$ cat config.mk
export PLATFORM = sky130hd
export DESIGN_NAME = srs_top
export DESIGN_NICKNAME = d
export VERILOG_FILES = /design/src/srs_pkg.sv /design/src/srs_sync.sv /design/src/srs_edge.sv /design/src/srs_top.sv
export SDC_FILE = /design/constraint.sdc
export NUM_CORES = 1
export LEC_CHECK = 0
export BUFFER_PORTS_ARGS = -buffer_cell sky130_fd_sc_hd__buf_2
export CORE_MARGIN = 4
export CORE_UTILIZATION = 55
export DETAILED_ROUTE_END_ITERATION = 8
export GPL_TIMING_DRIVEN = 0
export PLACE_DENSITY = 0.81
export SYNTH_ARGS = -nofsm -noshare
export SYNTH_HDL_FRONTEND = slang
export SYNTH_SLANG_ARGS = --single-unit
export TNS_END_PERCENT = 10
$ cat constraint.sdc
create_clock -name mclk_in -period 5.8 [get_ports mclk_in]
set_input_delay 0.87 -clock mclk_in [delete_from_list [all_inputs] [get_ports mclk_in]]
set_output_delay 0.87 -clock mclk_in [all_outputs]
set_load 0.01 [all_outputs]
$ cat src/srs_pkg.sv
// package of constants for the suspend/resume sequencer
package srs_pkg;
   // ------------------------------------------------------------
   // register map (byte addresses)
   // ------------------------------------------------------------
   localparam logic [7:0] ADDR_CTRL   = 8'h00;
   localparam logic [7:0] ADDR_STATUS = 8'h04;
   localparam logic [7:0] ADDR_TIMING = 8'h08;
   // ------------------------------------------------------------
   // control field positions and reset values
   // ------------------------------------------------------------
   localparam int CTRL_REFMODE_BIT = 0;
   localparam int CTRL_CPUOFF_BIT  = 6;
   localparam logic [31:0] CTRL_RESET = 32'h0000_0000;
   // ------------------------------------------------------------
   // status field positions
   // ------------------------------------------------------------
   localparam int ST_STATE_LSB     = 0;
   localparam int ST_SUSPENDED_BIT = 4;
   localparam int ST_REQ_BIT       = 5;
   localparam int ST_OVERTIME_BIT  = 6;
   // ------------------------------------------------------------
   // timing
   // ------------------------------------------------------------
   localparam int CLK_MHZ        = 200;
   localparam int ENTRY_MAX_US   = 1000;
   localparam int SLOT_RST_MIN_US = 2000;
   localparam int ENTRY_MAX_CYC  = ENTRY_MAX_US * CLK_MHZ;
   localparam int SLOT_RST_CYC   = SLOT_RST_MIN_US * CLK_MHZ;
   localparam int SYNC_STAGES    = 3;
   // ------------------------------------------------------------
   // sequencer states, gray along entry -> suspend -> resume
   // ------------------------------------------------------------
   typedef enum logic [2:0] {
      SRS_RUN      = 3'b000,
      SRS_WAIT_REF = 3'b001,
      SRS_STOP     = 3'b011,
      SRS_SUSPEND  = 3'b010,
      SRS_RESTART  = 3'b110,
      SRS_RESET    = 3'b111
   } srs_state_t;
   localparam logic [1:0] RESP_OKAY   = 2'b00;
   localparam logic [1:0] RESP_SLVERR = 2'b10;
endpackage

$ cat src/srs_sync.sv
// three-stage synchroniser with agreement filter
`timescale 1ns/1ps
module srs_sync #(
   parameter logic RESET_VAL = 1'b1
) (
   input  wire logic clk_in,    // destination clock
   input  wire logic rst_in,    // async reset, active high
   input  wire logic async_in,  // level from another domain
   output logic      sync_out   // filtered level
);
   logic s1_ff;
   logic s2_ff;
   logic s3_ff;
   // first stage feeds only the second
   always_ff @(posedge clk_in or posedge rst_in) begin
      if (rst_in) begin
         s1_ff <= RESET_VAL;
         s2_ff <= RESET_VAL;
         s3_ff <= RESET_VAL;
      end else begin
         s1_ff <= async_in;
         s2_ff <= s1_ff;
         s3_ff <= s2_ff;
      end
   end
   // a change counts once stages two and three agree
   always_ff @(posedge clk_in or posedge rst_in) begin
      if (rst_in) begin
         sync_out <= RESET_VAL;
      end else if (s2_ff == s3_ff) begin
         sync_out <= s3_ff;
      end
   end
endmodule

$ cat src/srs_edge.sv
// rising-edge tick detector for the 32 kHz oscillator level
`timescale 1ns/1ps
module srs_edge (
   input  wire logic clk_in,   // system clock
   input  wire logic rst_in,   // async reset, active high
   input  wire logic lvl_in,   // synchronised level
   output logic      rise_out  // one-cycle pulse on rising edge
);
   logic last_ff;
   always_ff @(posedge clk_in or posedge rst_in) begin
      if (rst_in) begin
         last_ff  <= 1'b0;
         rise_out <= 1'b0;
      end else begin
         last_ff  <= lvl_in;
         rise_out <= lvl_in & ~last_ff;
      end
   end
endmodule

$ cat src/srs_top.sv
// suspend/resume sequencer with AXI4-Lite control
// What this block does
// - suspend request low starts the transition into suspend
// - wait for the next refresh hold ack, then stop clocks and gate inputs
// - enable leakage control when suspend is entered
// - suspend refresh engine starts at once on suspend entry
// - suspend refresh uses CAS-before-RAS or self-refresh per control bit
// - cpu power-off bit clear keeps cpu powered and local bus held
// - cpu power-off bit set powers cpu side down with pull-downs
// - a wait for the hold ack of 1 ms less 4 cycles only sets the overtime status bit
// - state and registers are kept throughout suspend
// - request is sampled on 32 kHz; high restarts stopped clocks
// - on resume re-enable outputs and hold slot reset at least 2 ms
// - with cpu power-off set, also drive cpu and coprocessor resets
// - end of resume stops suspend refresh, normal refresh resumes
// - suspended: hold cpu and system clocks low, stop all but 32 kHz
//
// Chosen here: the register addresses and the AXI4-Lite slave port.
`timescale 1ns/1ps
module srs_top
   import srs_pkg::*;
#(
   parameter int ENTRY_LIMIT = srs_pkg::ENTRY_MAX_CYC,
   parameter int SLOT_RESET  = srs_pkg::SLOT_RST_CYC
) (
   input  wire logic        mclk_in,            // 200 MHz system clock
   input  wire logic        rst_in,             // async reset, active high
   input  wire logic        suspend_req_n_in,   // suspend request, active low
   input  wire logic        osc32k_in,          // 32 kHz oscillator level
   input  wire logic        hold_ack_in,        // refresh hold acknowledge
   // axi4-lite slave
   input  wire logic [7:0]  s_axi_awaddr,       // write address
   input  wire logic        s_axi_awvalid,      // write address valid
   output logic             s_axi_awready,      // write address ready
   input  wire logic [31:0] s_axi_wdata,        // write data
   input  wire logic [3:0]  s_axi_wstrb,        // write strobes
   input  wire logic        s_axi_wvalid,       // write data valid
   output logic             s_axi_wready,       // write data ready
   output logic [1:0]       s_axi_bresp,        // write response
   output logic             s_axi_bvalid,       // write response valid
   input  wire logic        s_axi_bready,       // write response ready
   input  wire logic [7:0]  s_axi_araddr,       // read address
   input  wire logic        s_axi_arvalid,      // read address valid
   output logic             s_axi_arready,      // read address ready
   output logic [31:0]      s_axi_rdata,        // read data
   output logic [1:0]       s_axi_rresp,        // read response
   output logic             s_axi_rvalid,       // read data valid
   input  wire logic        s_axi_rready,       // read data ready
   // sequencer outputs
   output logic             clk_run_out,        // non-essential clocks enabled
   output logic             cpu_clk_gate_out,   // cpu double-rate clock enable
   output logic             sys_clk_gate_out,   // system clock output enable
   output logic             input_gate_out,     // control inputs forced inactive
   output logic             leakage_ctrl_out,   // leakage control enabled
   output logic             susp_refresh_out,   // suspend refresh engine running
   output logic             self_refresh_out,   // 1 self-refresh, 0 CAS-before-RAS
   output logic             normal_refresh_out, // normal 14.318 MHz refresh active
   output logic             cpu_hold_out,       // cpu local bus held
   output logic             cpu_power_off_out,  // cpu interface powered down
   output logic             pulldown_en_out,    // pull-downs on three-stated pins
   output logic             slot_reset_drive,   // slot bus reset
   output logic             cpu_reset_out,      // cpu reset
   output logic             coprocessor_reset_out, // coprocessor reset
   output logic             suspended_out       // fully in suspend
);
   // ------------------------------------------------------------
   // synchronisers and 32 kHz sampling
   // ------------------------------------------------------------
   logic osc_lvl;
   logic osc_tick;
   logic req_lvl;
   logic req_smp_ff;
   logic req_smp2_ff;

   srs_sync #(.RESET_VAL(1'b0)) u_osc_sync (
      .clk_in   (mclk_in),
      .rst_in   (rst_in),
      .async_in (osc32k_in),
      .sync_out (osc_lvl)
   );
   srs_sync #(.RESET_VAL(1'b1)) u_req_sync (
      .clk_in   (mclk_in),
      .rst_in   (rst_in),
      .async_in (suspend_req_n_in),
      .sync_out (req_lvl)
   );
   srs_edge u_osc_edge (
      .clk_in   (mclk_in),
      .rst_in   (rst_in),
      .lvl_in   (osc_lvl),
      .rise_out (osc_tick)
   );

   // two 32k samples
   // the request is re-sampled on 32 kHz ticks so both edges see the slow clock
   always_ff @(posedge mclk_in or posedge rst_in) begin
      if (rst_in) begin
         req_smp_ff  <= 1'b1;
         req_smp2_ff <= 1'b1;
      end else if (osc_tick) begin
         req_smp_ff  <= req_lvl;
         req_smp2_ff <= req_smp_ff;
      end
   end

   // ------------------------------------------------------------
   // registers
   // ------------------------------------------------------------
   logic        refmode_ff;
   logic        cpuoff_ff;
   logic        overtime_ff;
   logic        wr_go;
   logic        rd_go;
   logic [7:0]  aw_ff;
   logic        aw_hold_ff;
   logic [31:0] w_ff;
   logic [3:0]  ws_ff;
   logic        w_hold_ff;
   srs_state_t  state_ff;
   srs_state_t  nxt_state;
   logic [31:0] cnt_ff;

   // ------------------------------------------------------------
   // axi4-lite write path
   // ------------------------------------------------------------
   assign wr_go = aw_hold_ff & w_hold_ff & ~s_axi_bvalid;

   always_ff @(posedge mclk_in or posedge rst_in) begin
      if (rst_in) begin
         s_axi_awready <= 1'b1;
         s_axi_wready  <= 1'b1;
         aw_hold_ff    <= 1'b0;
         w_hold_ff     <= 1'b0;
         aw_ff         <= 8'h00;
         w_ff          <= 32'h0000_0000;
         ws_ff         <= 4'h0;
         s_axi_bvalid  <= 1'b0;
         s_axi_bresp   <= RESP_OKAY;
      end else begin
         if (s_axi_awvalid && s_axi_awready) begin
            aw_ff         <= s_axi_awaddr;
            aw_hold_ff    <= 1'b1;
            s_axi_awready <= 1'b0;
         end
         if (s_axi_wvalid && s_axi_wready) begin
            w_ff         <= s_axi_wdata;
            ws_ff        <= s_axi_wstrb;
            w_hold_ff    <= 1'b1;
            s_axi_wready <= 1'b0;
         end
         if (wr_go) begin
            aw_hold_ff   <= 1'b0;
            w_hold_ff    <= 1'b0;
            s_axi_bvalid <= 1'b1;
            s_axi_bresp  <= (aw_ff == ADDR_CTRL) ? RESP_OKAY : RESP_SLVERR;
         end
         if (s_axi_bvalid && s_axi_bready) begin
            s_axi_bvalid  <= 1'b0;
            s_axi_awready <= 1'b1;
            s_axi_wready  <= 1'b1;
         end
      end
   end

   // registers kept
   // control bits change only on reset or a strobed write to ADDR_CTRL, so suspend keeps them
   always_ff @(posedge mclk_in or posedge rst_in) begin
      if (rst_in) begin
         refmode_ff <= CTRL_RESET[CTRL_REFMODE_BIT];
         cpuoff_ff  <= CTRL_RESET[CTRL_CPUOFF_BIT];
      end else if (wr_go && aw_ff == ADDR_CTRL && ws_ff[0]) begin
         refmode_ff <= w_ff[CTRL_REFMODE_BIT];
         cpuoff_ff  <= w_ff[CTRL_CPUOFF_BIT];
      end
   end

   // ------------------------------------------------------------
   // axi4-lite read path
   // ------------------------------------------------------------
   assign rd_go = s_axi_arvalid & s_axi_arready;

   always_ff @(posedge mclk_in or posedge rst_in) begin
      if (rst_in) begin
         s_axi_arready <= 1'b1;
         s_axi_rvalid  <= 1'b0;
         s_axi_rdata   <= 32'h0000_0000;
         s_axi_rresp   <= RESP_OKAY;
      end else if (rd_go) begin
         s_axi_arready <= 1'b0;
         s_axi_rvalid  <= 1'b1;
         s_axi_rresp   <= RESP_OKAY;
         s_axi_rdata   <= 32'h0000_0000;
         case (s_axi_araddr)
            ADDR_CTRL: begin
               s_axi_rdata[CTRL_REFMODE_BIT] <= refmode_ff;
               s_axi_rdata[CTRL_CPUOFF_BIT]  <= cpuoff_ff;
            end
            ADDR_STATUS: begin
               s_axi_rdata[ST_STATE_LSB +: 3]  <= state_ff;
               s_axi_rdata[ST_SUSPENDED_BIT]   <= suspended_out;
               s_axi_rdata[ST_REQ_BIT]         <= req_smp2_ff;
               s_axi_rdata[ST_OVERTIME_BIT]    <= overtime_ff;
            end
            ADDR_TIMING: begin
               s_axi_rdata <= cnt_ff;
            end
            default: begin
               s_axi_rresp <= RESP_SLVERR;
            end
         endcase
      end else if (s_axi_rvalid && s_axi_rready) begin
         s_axi_rvalid  <= 1'b0;
         s_axi_arready <= 1'b1;
      end
   end

   // ------------------------------------------------------------
   // sequencer
   // ------------------------------------------------------------
   always_comb begin
      nxt_state = state_ff;
      case (state_ff)
         SRS_RUN:      if (!req_smp2_ff) nxt_state = SRS_WAIT_REF;
         SRS_WAIT_REF: if (hold_ack_in) nxt_state = SRS_STOP;
         SRS_STOP:     nxt_state = SRS_SUSPEND;
         SRS_SUSPEND:  if (req_smp2_ff) nxt_state = SRS_RESTART;
         SRS_RESTART:  nxt_state = SRS_RESET;
         SRS_RESET:    if (cnt_ff >= 32'(SLOT_RESET - 1)) nxt_state = SRS_RUN;
         default:      nxt_state = SRS_RUN;
      endcase
   end

   always_ff @(posedge mclk_in or posedge rst_in) begin
      if (rst_in) begin
         state_ff <= SRS_RUN;
      end else begin
         state_ff <= nxt_state;
      end
   end

   // one counter times both entry and reset; cleared on every state change
   always_ff @(posedge mclk_in or posedge rst_in) begin
      if (rst_in) begin
         cnt_ff <= 32'h0000_0000;
      end else if (nxt_state != state_ff) begin
         cnt_ff <= 32'h0000_0000;
      end else if (cnt_ff != 32'hFFFF_FFFF) begin
         cnt_ff <= cnt_ff + 32'h0000_0001;
      end
   end

   // entry bound
   // a late entry is only flagged; the hold ack must still come to finish it
   always_ff @(posedge mclk_in or posedge rst_in) begin
      if (rst_in) begin
         overtime_ff <= 1'b0;
      end else if (state_ff == SRS_WAIT_REF && cnt_ff >= 32'(ENTRY_LIMIT - 4)) begin
         overtime_ff <= 1'b1;
      end else if (state_ff == SRS_RUN && !req_smp2_ff) begin
         overtime_ff <= 1'b0;
      end
   end

   // ------------------------------------------------------------
   // outputs
   // ------------------------------------------------------------
   logic in_susp;
   logic in_reset;
   assign in_susp  = (state_ff == SRS_STOP) || (state_ff == SRS_SUSPEND);
   assign in_reset = (state_ff == SRS_RESTART) || (state_ff == SRS_RESET);

   always_ff @(posedge mclk_in or posedge rst_in) begin
      if (rst_in) begin
         clk_run_out      <= 1'b1;
         cpu_clk_gate_out <= 1'b1;
         sys_clk_gate_out <= 1'b1;
         input_gate_out   <= 1'b0;
      end else begin
         clk_run_out      <= ~in_susp;
         cpu_clk_gate_out <= ~in_susp;
         sys_clk_gate_out <= ~in_susp;
         input_gate_out   <= in_susp;
      end
   end

   always_ff @(posedge mclk_in or posedge rst_in) begin
      if (rst_in) begin
         leakage_ctrl_out   <= 1'b0;
         susp_refresh_out   <= 1'b0;
         self_refresh_out   <= 1'b0;
         normal_refresh_out <= 1'b1;
         suspended_out      <= 1'b0;
      end else begin
         leakage_ctrl_out   <= in_susp;
         susp_refresh_out   <= in_susp | in_reset;
         self_refresh_out   <= refmode_ff;
         normal_refresh_out <= ~(in_susp | in_reset);
         suspended_out      <= (state_ff == SRS_SUSPEND);
      end
   end

   always_ff @(posedge mclk_in or posedge rst_in) begin
      if (rst_in) begin
         cpu_hold_out      <= 1'b0;
         cpu_power_off_out <= 1'b0;
         pulldown_en_out   <= 1'b0;
      end else begin
         cpu_hold_out      <= in_susp & ~cpuoff_ff;
         cpu_power_off_out <= in_susp & cpuoff_ff;
         pulldown_en_out   <= in_susp & cpuoff_ff;
      end
   end

   always_ff @(posedge mclk_in or posedge rst_in) begin
      if (rst_in) begin
         slot_reset_drive      <= 1'b0;
         cpu_reset_out         <= 1'b0;
         coprocessor_reset_out <= 1'b0;
      end else begin
         slot_reset_drive      <= in_reset;
         cpu_reset_out         <= in_reset & cpuoff_ff;
         coprocessor_reset_out <= in_reset & cpuoff_ff;
      end
   end
endmodule

==> PnR_summary.wiki <==
{| class="wikitable"
! Metric !! Value
|-
| Placed wire-length estimate after detailed placement || 8.500 mm
|-
| Cell chosen for the clock root || clkbuf_8
|-
| Status || finished clean
|-
| Initial Utilization || between 50% and 60%
|-
| Max Root-Sink Buffers || 2
|-
| RSZ-0062 raised after global routing || false
|-
| Number of DRC markers after the initial detailed-route iteration || 557
|-
| Clock transition time at the flip-flop clock pins of the worst setup and hold paths || 100 ps
|-
| Maximum level of the CTS H-tree || 3
|-
| Worst reg2reg path startpoint || cnt_ff[24]
|-
| Post-synth EDFFs || 0
|-
| Share of flip-flops with an asynchronous set or reset after synthesis || 100.0%
|-
| Final-report setup violation count || 0
|-
| Total of flip-flops plus latches after synthesis || 112
|-
| Initial antenna violation count || 0
|-
| Global Route Usage Sum || 21.92%
|-
| Net count of the finished layout || 664
|-
| Combined buffer and inverter count along the critical path || 2
|-
| Largest net degree at the start of global routing || 69
|-
| Total leakage power || between 2 and 3 nW
|-
| Remaining antenna violation count || 0
|-
| Required time of the critical path || between 6000 and 7000 ps
|-
| Final Max Slew Viols || 0
|-
| Clock insertion delay at the later pin of the skew report || 380 ps
|-
| Total number of vias || between 4000 and 5000
|-
| Post-synthesis cell count || 506
|-
| Type of the worst setup path || reg -> reg
|-
| Summed instance area of the synthesized netlist || 5040 sq um
|-
| Cell with the most instances on the worst path || clkbuf_1
|-
| Reg-to-Reg End || cnt_ff[4]
|-
| Relative slew margins || 12.30%
|-
| Final wirelength || 11.62 mm
|-
| Count of warnings emitted by yosys || 0
|-
| Worst setup skew after layout || 19.57 ps
|-
| Final critical path time including I/O delays and setup || between 2000 and 3000 ps
|-
| Synth Area per Inst || 9.960 sq um
|-
| Avg Vias per Cell || between 5 and 6
|-
| CP startpoint || cnt_ff[24]
|-
| Portion of synthesized cell area occupied by the leading cell type || 50.15%
|-
| Total design power || 1.840 mW
|-
| Count of cell instances traversed by the critical path || 7
|-
| Worst reg2reg setup slack || 3070 ps
|-
| Cts bufs inserted || 9
|-
| Total global routing overflow || 0
|-
| Ports || 118
|-
| Top cell type by total area after synthesis || dfrtp_1
|-
| Standard-cell rows || 34
|-
| Timing endpoint of the critical path || cnt_ff[4]
|-
| Highest achievable clock rate || 366.5 MHz
|-
| Die outline height || 103.7 microns
|-
| PortBufs || 81
|-
| Post-Place Cells || 697
|-
| Slowest CP cell || nor4_2
|-
| Library cells used by synthesis || 47
|-
| Max-cap check violation count || 0
|-
| Leading register cell type out of synthesis || dfrtp_1
|-
| Number of sinks on the clock net || between 100 and 150
|-
| Dominant cells by area after synthesis || dfrtp_1 50%, nand2_1 6.0%, dfstp_2 5.7%, o21ai_0 4.6%, mux2_2 3.8%
|-
| Number of global-route vias before repair || 4105
|-
| Most numerous cell in the Yosys netlist || dfrtp_1
|-
| Horizontal die dimension || 103.7 microns
|-
| Share of final-layout standard cells stronger than drive strength 1 || 24.13%
|-
| Type of origin of the critical path || flop
|-
| Final cell count without fillers || 713
|-
| Post-CTS Setup Inserts || 0
|-
| Crit path cell chain || clkbuf_1 -> nand4_1 -> nor4_2 -> clkbuf_1 -> a21oi_1 -> xnor2_1 -> nor2_1
|-
| Type of element capturing the critical path || flop
|-
| N_diodes || 0
|-
| P per Cell Area || 314.6 nW/um^2
|-
| Largest stage delay on the critical path || 680 ps
|-
| Crit path DAT || 2970 ps
|-
| Setup TNS || 0 ps
|-
| Path category of the worst min-delay check || reg -> reg
|-
| Number of gates resized after cts || 0
|-
| R2R depth || 7
|-
| First-pass GRT wire length || 19.49 mm
|-
| DR WL/cell || 16.30 microns
|-
| Crit-path leading delay family || simple AND/OR/NAND/NOR gates
|-
| Tcrit/Tclk final || 47.05%
|-
| Worst slack on hold paths || 362.6 ps
|-
| RePlAce Congestion || 0.9567
|-
| Worst IR Drop VDD || roughly 0.00018 V
|-
| Initial DRT Pass Iterations || 5
|-
| Number of DRC violations after detailed routing || 0
|-
| CTS tree || done
|-
| Post-CTS Hold Fix Bufs || 0
|-
| Placeable core region || 8806 sq um
|-
| Highest net fanout along the worst path || 10
|-
| Most frequent cells after synthesis || 101 x dfrtp_1, 80 x nand2_1, 46 x o21ai_0
|-
| Area Growth Syn to Fin || 16.06%
|-
| Actual transition at the worst max-transition pin || 1304 ps
|-
| Portion of the post-synthesis area used by sequential elements || 55.88%
|-
| Area enclosed by the die boundary || 10760 sq um
|-
| Final hold viol count || 0
|}
through the flow:
| stage | instance area (sq um) | utilization [%] | worst slack [ps] |
|---|---|---|---|
| 3_3_place_gp | 5584 | 63.41 | 938.3 |
| 4_1_cts | 5849 | 66.43 | 3161 |
| 3_5_place_dp | 5614 | 63.75 | 3062 |
| 5_1_grt | 5849 | 66.43 | 2931 |
| 6_report | 5849 | 66.43 | 3071 |
| 2_1_floorplan | 5044 | - | 1989 |
layout by cell type (no fill, tap or decap), types with 12 or more instances in the layout:
master      n
dfrtp_1   101
buf_2      86
nand2_1    80
o21ai_0    46
nor2_1     42
clkbuf_1   26
mux2_2     17
xnor2_1    17
inv_1      15
a21oi_1    15
nor4_1     12
kinds of logic after synthesis:
| family | Yosys count | synth area share [%] |
|---|---|---|
| buf+inv | 56 | 4.866 |
| xor+xnor | 21 | 3.649 |
| flops | 112 | 55.88 |
| mux | 20 | 4.394 |
| fa+ha+maj | 4 | 0.8937 |
| compound gates | 93 | 11.02 |
| simple gates | 199 | 19.22 |
| other cells | 1 | 0.07441 |
worst min path at each step:
| stage | startpoint | to | slack (ps) | depth (start not counted) |
|---|---|---|---|---|
| after global routing | u_req_sync.s1_ff | u_req_sync.s2_ff | 370 | 0 |
| after CTS | u_req_sync.s1_ff | u_req_sync.s2_ff | 360 | 0 |
| after detailed placement | u_osc_sync.s1_ff | u_osc_sync.s2_ff | 330 | 0 |
| after floorplan | u_osc_sync.s1_ff | u_osc_sync.s2_ff | 330 | 0 |
| after global placement | u_osc_sync.s1_ff | u_osc_sync.s2_ff | 330 | 0 |
| final | u_req_sync.s1_ff | u_req_sync.s2_ff | 360 | 0 |
report_power, final:
part / leakage (nW) / switching (mW) / internal [mW]
Sequential: 1.45 / 0.0752 / 0.896
Clock: 0.117 / 0.275 / 0.252
Combinational: 1.06 / 0.201 / 0.142
sequential cells by signal, indices dropped and copies added (netlist names), 2 cells and up:
name and count:
cnt_ff 32, aw_ff 8, state_ff 3, s_axi_rdata 32, w_ff 2
per-layer routing:
metal / track usage (%) / vias up / wire (microns)
met4: 8.357 / 0 / 315
met1: 28.43 / 1987 / 4891
met3: 4.789 / 31 / 828
li1: - / 1947 / -
met2: 36.26 / 167 / 5584
met5: 0 / - / 0
area by class of cell:
| cell class | count | area [sq um] |
|---|---|---|
| Buffer | 40 | 185.2 |
| Clock buffer | 9 | 123.9 |
| Clock inverter | 7 | 111.4 |
| Fill cell | 690 | 2957 |
| Inverter | 16 | 62.56 |
| Multi-Input combinational cell | 339 | 1982 |
| Sequential cell | 112 | 2816 |
| Tap cell | 108 | 135.1 |
| Timing Repair Buffer | 82 | 432.9 |
No activity file was read; power rests on OpenSTA's default activity.
